**src/wdog_map.vh**
```
// Register offsets, field positions, reset values and timing counts for the sleep-killable watchdog.
`ifndef WDOG_MAP_VH
`define WDOG_MAP_VH

// Register offsets on the CPU register port.
`define WD_ADDR_W              8
`define WD_OFS_CTRL_STATUS     8'h36
`define WD_OFS_IRQ_STATUS      8'h37
`define WD_OFS_IRQ_MASK        8'h38
`define WD_OFS_COUNT           8'h39

// Field positions of the control/status register.
`define WD_BIT_ON              7
`define WD_BIT_KILL            6
`define WD_BIT_FLAG            5
`define WD_BIT_SEL_HI          1
`define WD_BIT_SEL_LO          0

// Field positions of the interrupt status and mask registers.
`define WD_IRQ_W               3
`define WD_IRQ_EXPIRY          0
`define WD_IRQ_SLEEP_KILL      1
`define WD_IRQ_OFF_ATTEMPT     2

// Reset values.
`define WD_CTRL_RESET          8'h00
`define WD_SEL_RESET           2'h0
`define WD_IRQ_MASK_RESET      3'h0

// Tick timing: the counter steps at four hertz.
`define WD_TICK_PERIOD_NS      250000000
`define WD_CLK_PERIOD_NS       40
`define WD_TICK_CYCLES         (`WD_TICK_PERIOD_NS / `WD_CLK_PERIOD_NS)

// Ticks loaded for each period select code.
`define WD_CNT_W               5
`define WD_LOAD_SEL0           5'h02
`define WD_LOAD_SEL1           5'h04
`define WD_LOAD_SEL2           5'h08
`define WD_LOAD_SEL3           5'h10

`endif

```
**src/sleep_killable_watchdog.v**
```verilog
// Watchdog timer with write-once enable, sleep-kill feature, expiry flag and register port.
//
// The address-and-strobe port was chosen for this implementation.
`include "wdog_map.vh"

module sleep_killable_watchdog #(
    parameter TICK_CYCLES = `WD_TICK_CYCLES,
    parameter TICK_W      = 23
) (
    // Clock and reset.
    input  wire       sys_clk_in,
    input  wire       rst_n_in,
    // CPU register port.
    input  wire [7:0] reg_addr_in,
    input  wire [7:0] reg_wdata_in,
    input  wire       reg_wr_in,
    input  wire       reg_rd_in,
    output wire [7:0] reg_rdata_out,
    // Processor low-power state.
    input  wire       sleep_in,
    // Chip reset request and interrupt.
    output wire       wdog_reset_out,
    output wire       irq_out
);

    // Last prescaler count; the 32-bit difference is cut to the prescaler width on purpose.
    localparam [31:0]          TICK_LAST_FULL = TICK_CYCLES - 1;
    localparam [TICK_W-1:0]    TICK_LAST      = TICK_LAST_FULL[TICK_W-1:0];
    // One step of the prescaler and of the watchdog counter.
    localparam [TICK_W-1:0]    PRESC_ONE      = {{(TICK_W-1){1'b0}}, 1'b1};
    localparam [`WD_CNT_W-1:0] CNT_ONE        = {{(`WD_CNT_W-1){1'b0}}, 1'b1};

    // Kill sequence states, one-hot.
    localparam [3:0] KILL_FRESH   = 4'h1; // No control write since reset.
    localparam [3:0] KILL_ARMED   = 4'h2; // First write held a one in the kill bit.
    localparam [3:0] KILL_ENGAGED = 4'h4; // Second write held a zero: sleep now parks.
    localparam [3:0] KILL_CLOSED  = 4'h8; // Sequence over without engaging.

    // Decoded register accesses.
    wire sel_ctrl  = (reg_addr_in == `WD_OFS_CTRL_STATUS);
    wire sel_ista  = (reg_addr_in == `WD_OFS_IRQ_STATUS);
    wire sel_imask = (reg_addr_in == `WD_OFS_IRQ_MASK);
    wire sel_count = (reg_addr_in == `WD_OFS_COUNT);
    wire wr_ctrl   = reg_wr_in & sel_ctrl;
    wire rd_ctrl   = reg_rd_in & sel_ctrl;

    // State registers.
    reg [TICK_W-1:0]         presc_q;
    reg                      tick_q;
    reg [`WD_CNT_W-1:0]      count_q;
    reg                      on_q;
    reg [1:0]                sel_q;
    reg                      flag_q;
    reg [3:0]                kill_state_q;
    reg                      kill_read_q;
    reg                      parked_q;
    reg                      reset_q;
    reg [`WD_IRQ_W-1:0]      ista_q;
    reg [`WD_IRQ_W-1:0]      imask_q;
    reg [7:0]                rdata_q;

    // Next values.
    reg [`WD_CNT_W-1:0]      count_d;
    reg                      on_d;
    reg [1:0]                sel_d;
    reg                      flag_d;
    reg [3:0]                kill_state_d;
    reg                      kill_read_d;
    wire [`WD_IRQ_W-1:0]     ista_d;
    reg [`WD_IRQ_W-1:0]      imask_d;
    reg [7:0]                rdata_d;
    reg [`WD_IRQ_W-1:0]      events;

    // Count loaded for a period select code; each code doubles the tick count.
    // The tick phase is free, so the first tick may come at once: that gives the minimum period.
    function [`WD_CNT_W-1:0] load_for;
        input [1:0] code;
        begin
            case (code)
                2'h0:    load_for = `WD_LOAD_SEL0;
                2'h1:    load_for = `WD_LOAD_SEL1;
                2'h2:    load_for = `WD_LOAD_SEL2;
                default: load_for = `WD_LOAD_SEL3;
            endcase
        end
    endfunction

    // The kill feature is engaged only after the two-write order.
    wire kill_engaged = (kill_state_q == KILL_ENGAGED);
    // A service write restarts a running counter and so keeps it from expiring.
    wire service      = wr_ctrl & reg_wdata_in[`WD_BIT_FLAG] & on_q;
    // Sleep with the kill feature engaged parks an enabled watchdog.
    wire parked       = sleep_in & kill_engaged & on_q;
    // The counter runs while enabled and not parked; leaving sleep resumes it.
    wire running      = on_q & ~parked;
    // Expiry is a tick that finds the count at one, unless a service write lands in that cycle.
    // Without the service term a well-timed service could still lose the race to the tick.
    wire expire       = running & tick_q & (count_q == CNT_ONE) & ~service;
    // First cycle of a parked sleep.
    wire park_entry   = parked & ~parked_q;

    // Free-running prescaler producing the four hertz tick; its phase is unrelated to enabling.
    // Keeping it free avoids a second reset path but costs up to one tick of period spread.
    always @(posedge sys_clk_in) begin
        if (!rst_n_in) begin
            presc_q <= {TICK_W{1'b0}};
            tick_q  <= 1'b0;
        end else if (presc_q == TICK_LAST) begin
            presc_q <= {TICK_W{1'b0}};
            tick_q  <= 1'b1;
        end else begin
            presc_q <= presc_q + PRESC_ONE;
            tick_q  <= 1'b0;
        end
    end

    // Kill sequence: only the first two control writes after a reset count.
    // A single stray write can arm the feature but never engage it.
    always @* begin
        kill_state_d = kill_state_q;
        kill_read_d  = kill_read_q;
        case (kill_state_q)
            KILL_FRESH: begin
                if (wr_ctrl) begin
                    // The first write fixes what the kill bit reads back.
                    kill_read_d = reg_wdata_in[`WD_BIT_KILL];
                    if (reg_wdata_in[`WD_BIT_KILL])
                        kill_state_d = KILL_ARMED;
                    else
                        kill_state_d = KILL_CLOSED;
                end
            end
            KILL_ARMED: begin
                if (wr_ctrl) begin
                    if (reg_wdata_in[`WD_BIT_KILL])
                        kill_state_d = KILL_CLOSED;
                    else
                        kill_state_d = KILL_ENGAGED;
                end
            end
            KILL_ENGAGED: begin
                kill_state_d = KILL_ENGAGED;
            end
            KILL_CLOSED: begin
                kill_state_d = KILL_CLOSED;
            end
            default: begin
                kill_state_d = KILL_FRESH;
            end
        endcase
        // Expiry resets the chip, so the sequence starts over.
        if (expire) begin
            kill_state_d = KILL_FRESH;
            kill_read_d  = 1'b0;
        end
    end

    // Control, counter and flag next-state logic.
    // A write loads the period code, may enable, may service, and may clear the flag.
    always @* begin
        count_d = count_q;
        on_d    = on_q;
        sel_d   = sel_q;
        flag_d  = flag_q;
        events  = {`WD_IRQ_W{1'b0}};

        // Register writes to the control/status register.
        if (wr_ctrl) begin
            sel_d = reg_wdata_in[`WD_BIT_SEL_HI:`WD_BIT_SEL_LO];
            if (reg_wdata_in[`WD_BIT_ON] && !on_q) begin
                on_d    = 1'b1;
                count_d = load_for(reg_wdata_in[`WD_BIT_SEL_HI:`WD_BIT_SEL_LO]);
            end else if (!reg_wdata_in[`WD_BIT_ON] && on_q) begin
                // The enable is write-once; the attempt is only reported.
                events[`WD_IRQ_OFF_ATTEMPT] = 1'b1;
            end
            if (!reg_wdata_in[`WD_BIT_FLAG])
                flag_d = 1'b0;
        end

        // Reading the control/status register clears the flag; the old value is returned.
        if (rd_ctrl)
            flag_d = 1'b0;

        // Counter: service reload, parked hold at full load, or one step per tick.
        if (service) begin
            count_d = load_for(sel_d);
        end else if (parked) begin
            count_d = load_for(sel_q);
        end else if (running && tick_q) begin
            count_d = count_q - CNT_ONE;
        end

        // Entering a parked sleep is reported once per entry.
        if (park_entry)
            events[`WD_IRQ_SLEEP_KILL] = 1'b1;

        // Expiry resets the controls and leaves the flag set; the set beats any clear.
        if (expire) begin
            on_d    = 1'b0;
            sel_d   = `WD_SEL_RESET;
            count_d = {`WD_CNT_W{1'b0}};
            flag_d  = 1'b1;
            events[`WD_IRQ_EXPIRY] = 1'b1;
        end
    end

    // Interrupt status bits, write-one-to-clear; a new event wins over a clear in the same cycle.
    genvar gi;
    generate
        for (gi = 0; gi < `WD_IRQ_W; gi = gi + 1) begin : g_ista
            assign ista_d[gi] = events[gi] | (ista_q[gi] & ~(reg_wr_in & sel_ista & reg_wdata_in[gi]));
        end
    endgenerate

    // Interrupt mask, replaced by a write to its offset.
    always @* begin
        imask_d = imask_q;
        if (reg_wr_in && sel_imask)
            imask_d = reg_wdata_in[`WD_IRQ_W-1:0];
    end

    // Read data, valid in the cycle after the read strobe; unmapped offsets read zero.
    always @* begin
        rdata_d = 8'h00;
        if (reg_rd_in) begin
            if (sel_ctrl) begin
                rdata_d[`WD_BIT_ON]                    = on_q;
                rdata_d[`WD_BIT_KILL]                  = kill_read_q;
                rdata_d[`WD_BIT_FLAG]                  = flag_q;
                rdata_d[`WD_BIT_SEL_HI:`WD_BIT_SEL_LO] = sel_q;
            end else if (sel_ista) begin
                rdata_d[`WD_IRQ_W-1:0] = ista_q;
            end else if (sel_imask) begin
                rdata_d[`WD_IRQ_W-1:0] = imask_q;
            end else if (sel_count) begin
                rdata_d[`WD_CNT_W-1:0] = count_q;
            end
        end
    end

    // Control and counter flip-flops; the external reset clears the flag as well.
    always @(posedge sys_clk_in) begin
        if (!rst_n_in) begin
            count_q <= {`WD_CNT_W{1'b0}};
            on_q    <= 1'b0;
            sel_q   <= `WD_SEL_RESET;
            flag_q  <= 1'b0;
        end else begin
            count_q <= count_d;
            on_q    <= on_d;
            sel_q   <= sel_d;
            flag_q  <= flag_d;
        end
    end

    // Kill sequence flip-flops.
    always @(posedge sys_clk_in) begin
        if (!rst_n_in) begin
            kill_state_q <= KILL_FRESH;
            kill_read_q  <= 1'b0;
        end else begin
            kill_state_q <= kill_state_d;
            kill_read_q  <= kill_read_d;
        end
    end

    // Parked-sleep history, so that each entry is reported once.
    always @(posedge sys_clk_in) begin
        if (!rst_n_in)
            parked_q <= 1'b0;
        else
            parked_q <= parked;
    end

    // Reset request: a one-cycle pulse in the cycle after expiry.
    always @(posedge sys_clk_in) begin
        if (!rst_n_in)
            reset_q <= 1'b0;
        else
            reset_q <= expire;
    end

    // Interrupt status and mask flip-flops.
    always @(posedge sys_clk_in) begin
        if (!rst_n_in) begin
            ista_q  <= {`WD_IRQ_W{1'b0}};
            imask_q <= `WD_IRQ_MASK_RESET;
        end else begin
            ista_q  <= ista_d;
            imask_q <= imask_d;
        end
    end

    // Read data flip-flop; a value stands for one cycle and then returns to zero.
    always @(posedge sys_clk_in) begin
        if (!rst_n_in)
            rdata_q <= 8'h00;
        else
            rdata_q <= rdata_d;
    end

    // Outputs.
    assign reg_rdata_out  = rdata_q;
    assign wdog_reset_out = reset_q;
    assign irq_out        = |(ista_q & imask_q);

endmodule // sleep_killable_watchdog

```
**config.mk**
```make
export PLATFORM = sky130hd
export DESIGN_NAME = sleep_killable_watchdog
export DESIGN_NICKNAME = d
export VERILOG_FILES = /design/src/sleep_killable_watchdog.v
export VERILOG_INCLUDE_DIRS = /design/src /design/src/src
export SDC_FILE = /design/constraint.sdc
export NUM_CORES = 1
export LEC_CHECK = 0
export ABC_AREA = 1
export ABC_CLOCK_PERIOD_IN_PS = 2800
export BUFFER_PORTS_ARGS = -buffer_cell sky130_fd_sc_hd__buf_2
export CORE_MARGIN = 2
export CORE_UTILIZATION = 46
export DETAILED_ROUTE_END_ITERATION = 10
export PLACE_DENSITY = 0.66
export SLEW_MARGIN = 10
export SYNTH_ARGS = -nofsm -noshare
export SYNTH_HDL_FRONTEND = slang
export SYNTH_SLANG_ARGS = --single-unit
```
**constraint.sdc**
```tcl
create_clock -name sys_clk_in -period 2.8 [get_ports sys_clk_in]
set_input_delay 0.28 -clock sys_clk_in [delete_from_list [all_inputs] [get_ports sys_clk_in]]
set_output_delay 0.28 -clock sys_clk_in [all_outputs]
set_load 0.05 [all_outputs]
```
== After elaboration in Yosys (flattened, before gate mapping) ==
Cells that the tools add are included.

* Flip-flop bits (word level): 54
* Latch bits: 0
* Memory bits (writable): 0
* Bits in read-only memories: 0
* Input bits: 21
* Output and inout bits: 10
* Logic and storage cells: 120
* Memories: 0

* Add/subtract/negate cells: 2
* Multiply operators: 0
* Div/mod/pow operators: 0
* Order comparisons: 0
* Equal/unequal tests: 19
* Shift-type cells: 0
* Mux-type cells: 28
* Bitwise operators: 31
* Reductions and logical operators: 24

{| class="wikitable"
|+ Operators by type and width
! kind !! number
|-
| case mux 5 bit (3 select lines) || 3
|-
| equality test 8 x 6 -> 1 bit (second input constant) || 4
|-
| two-way mux 5 bit || 5
|-
| adder 23 x 1 -> 23 bit (second input constant) || 1
|-
| equality test 23 bit (second input constant) || 1
|-
| bitwise AND 1 bit || 18
|-
| two-way mux 4 bit || 4
|-
| case mux 4 bit (4 select lines) || 1
|-
| AND reduction 2 bit || 6
|-
| two-way mux 1 bit || 10
|-
| two-way mux 3 bit || 3
|-
| inverter 1 bit || 9
|-
| nonzero test 4 bit || 2
|-
| equality test 2 x 1 -> 1 bit (second input constant) || 3
|-
| equality test 2 bit (second input constant) || 3
|-
| zero test 2 bit || 3
|-
| OR reduction 3 bit || 2
|-
| OR reduction 6 bit || 1
|-
| equality test 5 x 1 -> 1 bit (second input constant) || 1
|-
| subtractor 5 x 1 -> 5 bit (second input constant) || 1
|-
| equality test 4 x 1 -> 1 bit (second input constant) || 1
|-
| equality test 4 x 2 -> 1 bit (second input constant) || 1
|-
| equality test 4 x 3 -> 1 bit (second input constant) || 1
|-
| equality test 4 bit (second input constant) || 1
|-
| 10 further kinds || 19
|}

== Logic depth before layout (Yosys ltp) ==
Gate-level depths: netlist (run 1).

* Depth in word-level cells: 10
* Depth in mapped cells: 11
* Depth with buffers taken out: 11

== Worst setup path before layout (run 1) ==
OpenSTA, ideal clock, no wires.

* Kind: flip-flop to flip-flop
* Start: register presc_q[0]
* End: register presc_q[15]
* Library setup time: 0.114 ns
* Arrival time: 1.458 ns
* Data required time: 2.686 ns
* Setup slack: 1.228 ns
* Stages on the path, launching flop included: 9
* Path buffers: 1
* Period minus slack after synthesis: 1.572 ns
* Cells stage by stage: dfxtp_1 ha_1 nand3_1 or2_1 nor3_1 nand4_1 nand2_2 buf_4 nor2_1

* Word-level cells in the longest chain between the ends: 2
* Elaborated cells on any way between the ends: 3
* Those cells by class: add/sub: 1; eq/ne: 1; reduce/logical: 1

{| class="wikitable"
|+ RTL lines
! element !! RTL line !! text
|-
| from (decl) || sleep_killable_watchdog.v:48 || <nowiki>reg [TICK_W-1:0] presc_q;</nowiki>
|-
| from (signal assigned) || sleep_killable_watchdog.v:106 || <nowiki>presc_q <= {TICK_W{1'b0}};</nowiki>
|-
| from (signal assigned) || sleep_killable_watchdog.v:109 || <nowiki>presc_q <= {TICK_W{1'b0}};</nowiki>
|-
| from (signal assigned) || sleep_killable_watchdog.v:112 || <nowiki>presc_q <= presc_q + PRESC_ONE;</nowiki>
|-
| branches (longest 2 deep; another with adder 23 x 1 -> 23 bit) || - ||
|}

Parallel ways; which one is timed is not known.
A chain may end at the register's enable or synchronous reset.

== Final worst setup path (run 1) ==
* Start: register presc_q[0]
* End: register presc_q[11]

Same word-level chain as after synthesis.

==> results_dict.tcl, run 1 <==
set metrics [dict create \
    drc 0 \
    r2r_slack_ns 0.85 \
    die_x_um 83.4 \
    endpoint_kind "flip-flop" \
    cp-start-kind "flip-flop" \
    wl_per_cell_um 12.1 \
    peakVddDrop_uv 273 \
    grt_max_degree 24 \
    synth_nets 465 \
    fp-row-count 28 \
    first_iter_violations 167 \
    cts_hold_repair.buffers 0 \
    power.leakage_nw 1.37 \
    rr_endpoint "presc_q[11]" \
    first_pass_iters 4 \
    syn_area_per_cell_sq_um 6.58 \
    cts_inserted_buffers 5 \
    viasPerCell 5.20 \
    clock_path_buffers 2 \
    whs_endpoint "imask_q[2]" \
    stdcell_count 548 \
    insertion_delay_ns 0.32 \
    die_area_sq_mm 0.00696 \
    hp-start "reg_wdata_in[2]" \
    routed_wl_um 6610 \
    final_cell_mix "nand2_1 (102), inv_1 (66), nor2_1 (65), dfxtp_1 (54), nand3_1 (44)" \
    gr-usage-all-layers 0.199 \
    yosysWarnings 0 \
    cp_top_family "simple AND/OR/NAND/NOR gates" \
    final_common_cell "nand2_1" \
    cp_slowest_stage_delay_ns 0.37 \
    p_per_area_mw_per_mm2 428 \
    hp-class "in2reg" \
    async_flop_share 0 \
    die_h_um 83.4 \
    cp.arrival_ns 2.14 \
    fin_crit_sh 0.695 \
    fin_crit_ns 1.95 \
    worstSetupPathType "reg2reg" \
    port_buffers 28 \
    netlist_instances 441 \
    initial_utilization 0.484 \
    reg2regPathDepth 7 \
    worstMarginPinSlew_ns 0.435 \
    coreArea_sq_mm 0.00599 \
    hpwl_um 5160 \
    ios 31 \
    final_max_slew_viol_count 0 \
    dp.cells 540 \
    vias 2851 \
    status "completed" \
    yosys_most_used_dff "dfxtp_1" \
    grt_pass1_wl_um 11500 \
    nets 496 \
    hold_viol 0 \
    clk_pin_slew_ns 0.10 \
    path_buf_inv 0 \
    ctsRootBufferMaster "clkbuf_8" \
    fin_setup_tns_ns 0 \
    yosysUniqueCellTypes 34 \
    antenna_left 0 \
    cp_slowest_cell "dfxtp_1" \
    ys_ff_latch 54 \
    rsz0062_at_grt "no" \
    gp_congestion 0.867 \
    holdPathStages 3 \
    cts.repair.resized 0 \
    antenna_found_initial 0 \
    maxCapViolCount 0 \
    final_util 0.538 \
    crit_path_frequent_cell "nor3_1" \
    synth_edf_count 0 \
    htreeDepth 2 \
    setup_viol 0 \
    worstPathMaxFanout 23 \
    cts_tree "built" \
    max_slew_margin 0.709 \
    yosysSeqAreaShare 0.373 \
    n_antenna_cell 0 \
    total_power_w 0.00138 \
    syn2layout_area_growth_pct 11.0 \
    postCtsSetupBuffers 0 \
    cp.required_ns 2.99 \
    grt.overflow.total 0 \
    drive_gt1_frac 0.106 \
    synth.cell_area_sq_mm 0.00290 \
    finClkSkew_ns 0.0109 \
    cts_sinks 54 \
    timing.rr.start "presc_q[0]" \
    clock.fmax_mhz 514 \
    path_cells "ha_1, nand3_1, or2_1, nor3_1, nand4_1, nand2_2, nor3_1" \
    grt_pass1_vias 2633 \
]
[area by class of cell]
type                    count  area (sq um)
well taps                  75          93.8
fillers                   614          2770
clock buffers               6          72.6
inverters                  69           264
repair buffers             28           140
flip-flops and latches     54          1080
multi-input cells         314          1530
clock inverters             2          37.5
[kinds of logic after synthesis]
group	share of synthesized area
AO/OA/AOI/OAI	0.0794
XOR/XNOR	0.0242
adder cells (fa/ha/maj)	0.0129
buffers and inverters	0.0992
flip-flops	0.373
AND/OR/NAND/NOR	0.412
[metrics by stage]
| stage | worst slack [ns] | cell area [sq um] | hold slack (ns) |
|---|---|---|---|
| after detailed placement | 0.842 | 3110 | 0.425 |
| after CTS | 0.830 | 3220 | 0.219 |
| after floorplan | 1.23 | 2900 | 0.405 |
| after global routing | 0.561 | 3220 | 0.226 |
| final | 0.853 | 3220 | 0.229 |
| after global placement | 0.873 | 3110 | 0.416 |
[worst min-delay path: stages]
cell	delay [ns]
buf_2	0.11
nand3_1	0.07
a21oi_1	0.06
[worst max path at each step]
stage | from | to | slack (ns) | depth (start not counted)
after floorplan | presc_q[0] | presc_q[15] | 1.23 | 8
after global placement | presc_q[0] | presc_q[15] | 0.87 | 7
after detailed placement | presc_q[0] | presc_q[9] | 0.84 | 7
after CTS | presc_q[0] | presc_q[17] | 0.83 | 7
after global routing | presc_q[0] | presc_q[5] | 0.56 | 7
final | presc_q[0] | presc_q[11] | 0.85 | 7
[layer usage]
metal	up-vias	share of wire	global-route usage
met1	1300	0.45	0.235
li1	1483	-	-
met4	0	0.019	0.0760
met5	-	0	0
met2	57	0.49	0.348
met3	11	0.047	0.0447
[state kept, by name, indices dropped and copies added, names as in the netlist]
register / cells
presc_q: 23
reg_rdata_out: 8
count_q: 5
kill_state_q: 4
imask_q: 3
ista_q: 3
sel_q: 2
flag_q: 1
kill_read_q: 1
on_q: 1
parked_q: 1
tick_q: 1
wdog_reset_out: 1
[synthesized netlist by cell type (2+ instances only)]
master / n / area share
o21ai_0: 9 / 0.016
a31oi_1: 2 / 0.0043
or2_2: 2 / 0.0043
o211ai_1: 5 / 0.013
nor4_1: 4 / 0.0086
nand2_1: 102 / 0.13
inv_2: 2 / 0.0026
nor2_2: 2 / 0.0043
a21oi_1: 22 / 0.038
nor3b_1: 4 / 0.010
inv_1: 66 / 0.085
dfxtp_1: 54 / 0.37
xor2_1: 7 / 0.021
ha_1: 3 / 0.013
nand4_1: 15 / 0.032
nand2_2: 3 / 0.0065
nand3_1: 44 / 0.076
buf_4: 2 / 0.0052
nor3_1: 14 / 0.024
nor2_1: 65 / 0.084
[where the power goes]
group          internal [W]  switching, W
Combinational     0.0000236     0.0000506
Clock              0.000267      0.000263
Sequential         0.000771    0.00000257
(Power assumes the default switching activity.)
==> inputs of run 2 (changes only) <==
--- a/config.mk
+++ b/config.mk
@@ -7,7 +7,7 @@
 export NUM_CORES = 1
 export LEC_CHECK = 0
 export ABC_AREA = 1
-export ABC_CLOCK_PERIOD_IN_PS = 2800
+export ABC_CLOCK_PERIOD_IN_PS = 2000
 export BUFFER_PORTS_ARGS = -buffer_cell sky130_fd_sc_hd__buf_2
 export CORE_MARGIN = 2
 export CORE_UTILIZATION = 46
==> constraint.sdc (replaced) <==
create_clock -name sys_clk_in -period 2 [get_ports sys_clk_in]
set_input_delay 0.2 -clock sys_clk_in [delete_from_list [all_inputs] [get_ports sys_clk_in]]
set_output_delay 0.2 -clock sys_clk_in [all_outputs]
set_load 0.05 [all_outputs]
==> run 2 against run 1 <==
Compared with the run above:
- global-route usage fell by 0.11 points
- clock power is 40% higher
- final cell count rose by 0.36%
- combinational power rose by 45%
- power rose by 40%
- wire length up 0.54%
- critical path depth up 1
- sequential power is 40% higher
- register-to-register slack lost 0.65 ns
- first-iteration DRC count fell by 4.8%
- largest power group unchanged
- critical endpoint unchanged
- clock skew about the same
- via count shrank 0.84%
==> results_dict.tcl, run 2 (same netlist as run 1, synthesis figures left out) <==
set metrics [dict create \
    nets 498 \
    cts.repair.resized 0 \
    fin_crit_sh 0.899 \
    port_buffers 28 \
    insertion_delay_ns 0.31 \
    ctsRootBufferMaster "clkbuf_8" \
    cp_slowest_cell "dfxtp_1" \
    syn2layout_area_growth_pct 12.0 \
    grt_pass1_wl_um 11500 \
    fin_crit_ns 1.80 \
    final_util 0.542 \
    die_h_um 83.4 \
    cts_hold_repair.buffers 0 \
    finClkSkew_ns 0.0110 \
    rsz0062_at_grt "no" \
    gr-usage-all-layers 0.198 \
    cp.arrival_ns 2.00 \
    max_slew_margin 0.741 \
    final_cell_mix "nand2_1 (102), inv_1 (66), nor2_1 (65), dfxtp_1 (54), nand3_1 (44)" \
    cts_sinks 54 \
    p_per_area_mw_per_mm2 595 \
    final_common_cell "nand2_1" \
    crit_path_frequent_cell "nor3_1" \
    antenna_found_initial 0 \
    n_antenna_cell 0 \
    total_power_w 0.00193 \
    grt_pass1_vias 2603 \
    dp.cells 542 \
    drive_gt1_frac 0.109 \
    coreArea_sq_mm 0.00599 \
    largest_reg_flops 23 \
    peakVddDrop_uv 287 \
    postCtsSetupBuffers 0 \
    status "completed" \
    vias 2827 \
    die_x_um 83.4 \
    initial_utilization 0.484 \
    largest_register "presc_q" \
    hold_viol 0 \
    antenna_left 0 \
    cts_tree "built" \
    routed_wl_um 6650 \
    cp.required_ns 2.20 \
    first_pass_iters 4 \
    cp_slowest_stage_delay_ns 0.37 \
    cp_top_family "simple AND/OR/NAND/NOR gates" \
    wl_per_cell_um 12.1 \
    cts_inserted_buffers 5 \
    final_cell_area_sq_mm 0.00325 \
    htreeDepth 2 \
    clock.fmax_mhz 556 \
    power.leakage_nw 1.39 \
    n_fill_cell 634 \
    fp-row-count 28 \
    multi_input_comb_area_sq_mm 0.00153 \
    cp-start-kind "flip-flop" \
    gp_congestion 0.904 \
    worstMarginPinSlew_ns 0.387 \
    first_iter_violations 159 \
    drc 0 \
    grt.overflow.total 0 \
    ios 31 \
    setup_viol 0 \
    hp-class "in2reg" \
    fin_setup_tns_ns 0 \
    clk_pin_slew_ns 0.10 \
    die_area_sq_mm 0.00696 \
    path_buf_inv 1 \
    final_max_slew_viol_count 0 \
    worstPathMaxFanout 23 \
    regArea_sq_mm 0.00108 \
    stdcell_count 550 \
    clock_path_buffers 2 \
    endpoint_kind "flip-flop" \
    grt_max_degree 24 \
    worstSetupPathType "reg2reg" \
    path_cells "ha_1, nand3_1, or2_1, nor3_1, nand4_1, nand2_2, buf_12, nor3_1" \
    maxCapViolCount 0 \
    postPlaceCellArea_sq_mm 0.00314 \
    hpwl_um 5190 \
    viasPerCell 5.14 \
]
## run 2: worst paths after layout
path | start | end | slack (ns) | depth (start not counted)
max | presc_q[0] | presc_q[11] | 0.20 | 8
min | reg_wdata_in[2] | imask_q[2] | 0.15 | 3
max reg2reg | presc_q[0] | presc_q[11] | 0.20 | 8
min reg2reg | kill_read_q | reg_rdata_out[6] | 0.43 | 2
## run 2: area by class of cell
class                      instances  share of cell area
multi-input combinational        314               0.471
timing repair buffer              30              0.0516
inverter                          69              0.0813
sequential                        54               0.333
clock inverter                     2              0.0116
clock buffer                       6              0.0223
tap                               75              0.0289
## run 2: per-stage QoR
step	hold WS (ns)	worst slack, ns
finish	0.152	0.201
global route	0.152	0.0122
CTS	0.149	0.196
detailed placement	0.421	0.215
global placement	0.417	0.241
floorplan	0.360	0.428
## run 2: power breakdown
part           internal, W  total [W]  switching, W
Combinational    0.0000370   0.000108     0.0000715
Clock             0.000374   0.000741      0.000367
Sequential         0.00108    0.00108    0.00000365
Total              0.00149    0.00193      0.000442
## run 2: tightest hold or removal path, stage by stage
cell and delay (ns):
buf_2 0.11, nand3_1 0.07, a21oi_1 0.06
## run 2: layer usage
metal / vias to the layer above / global-route usage / wire (um)
met5: - / 0 / 0
met4: 0 / 0.0492 / 71
met3: 8 / 0.0338 / 305
met2: 68 / 0.356 / 3280
met1: 1265 / 0.243 / 2990
li1: 1486 / - / -
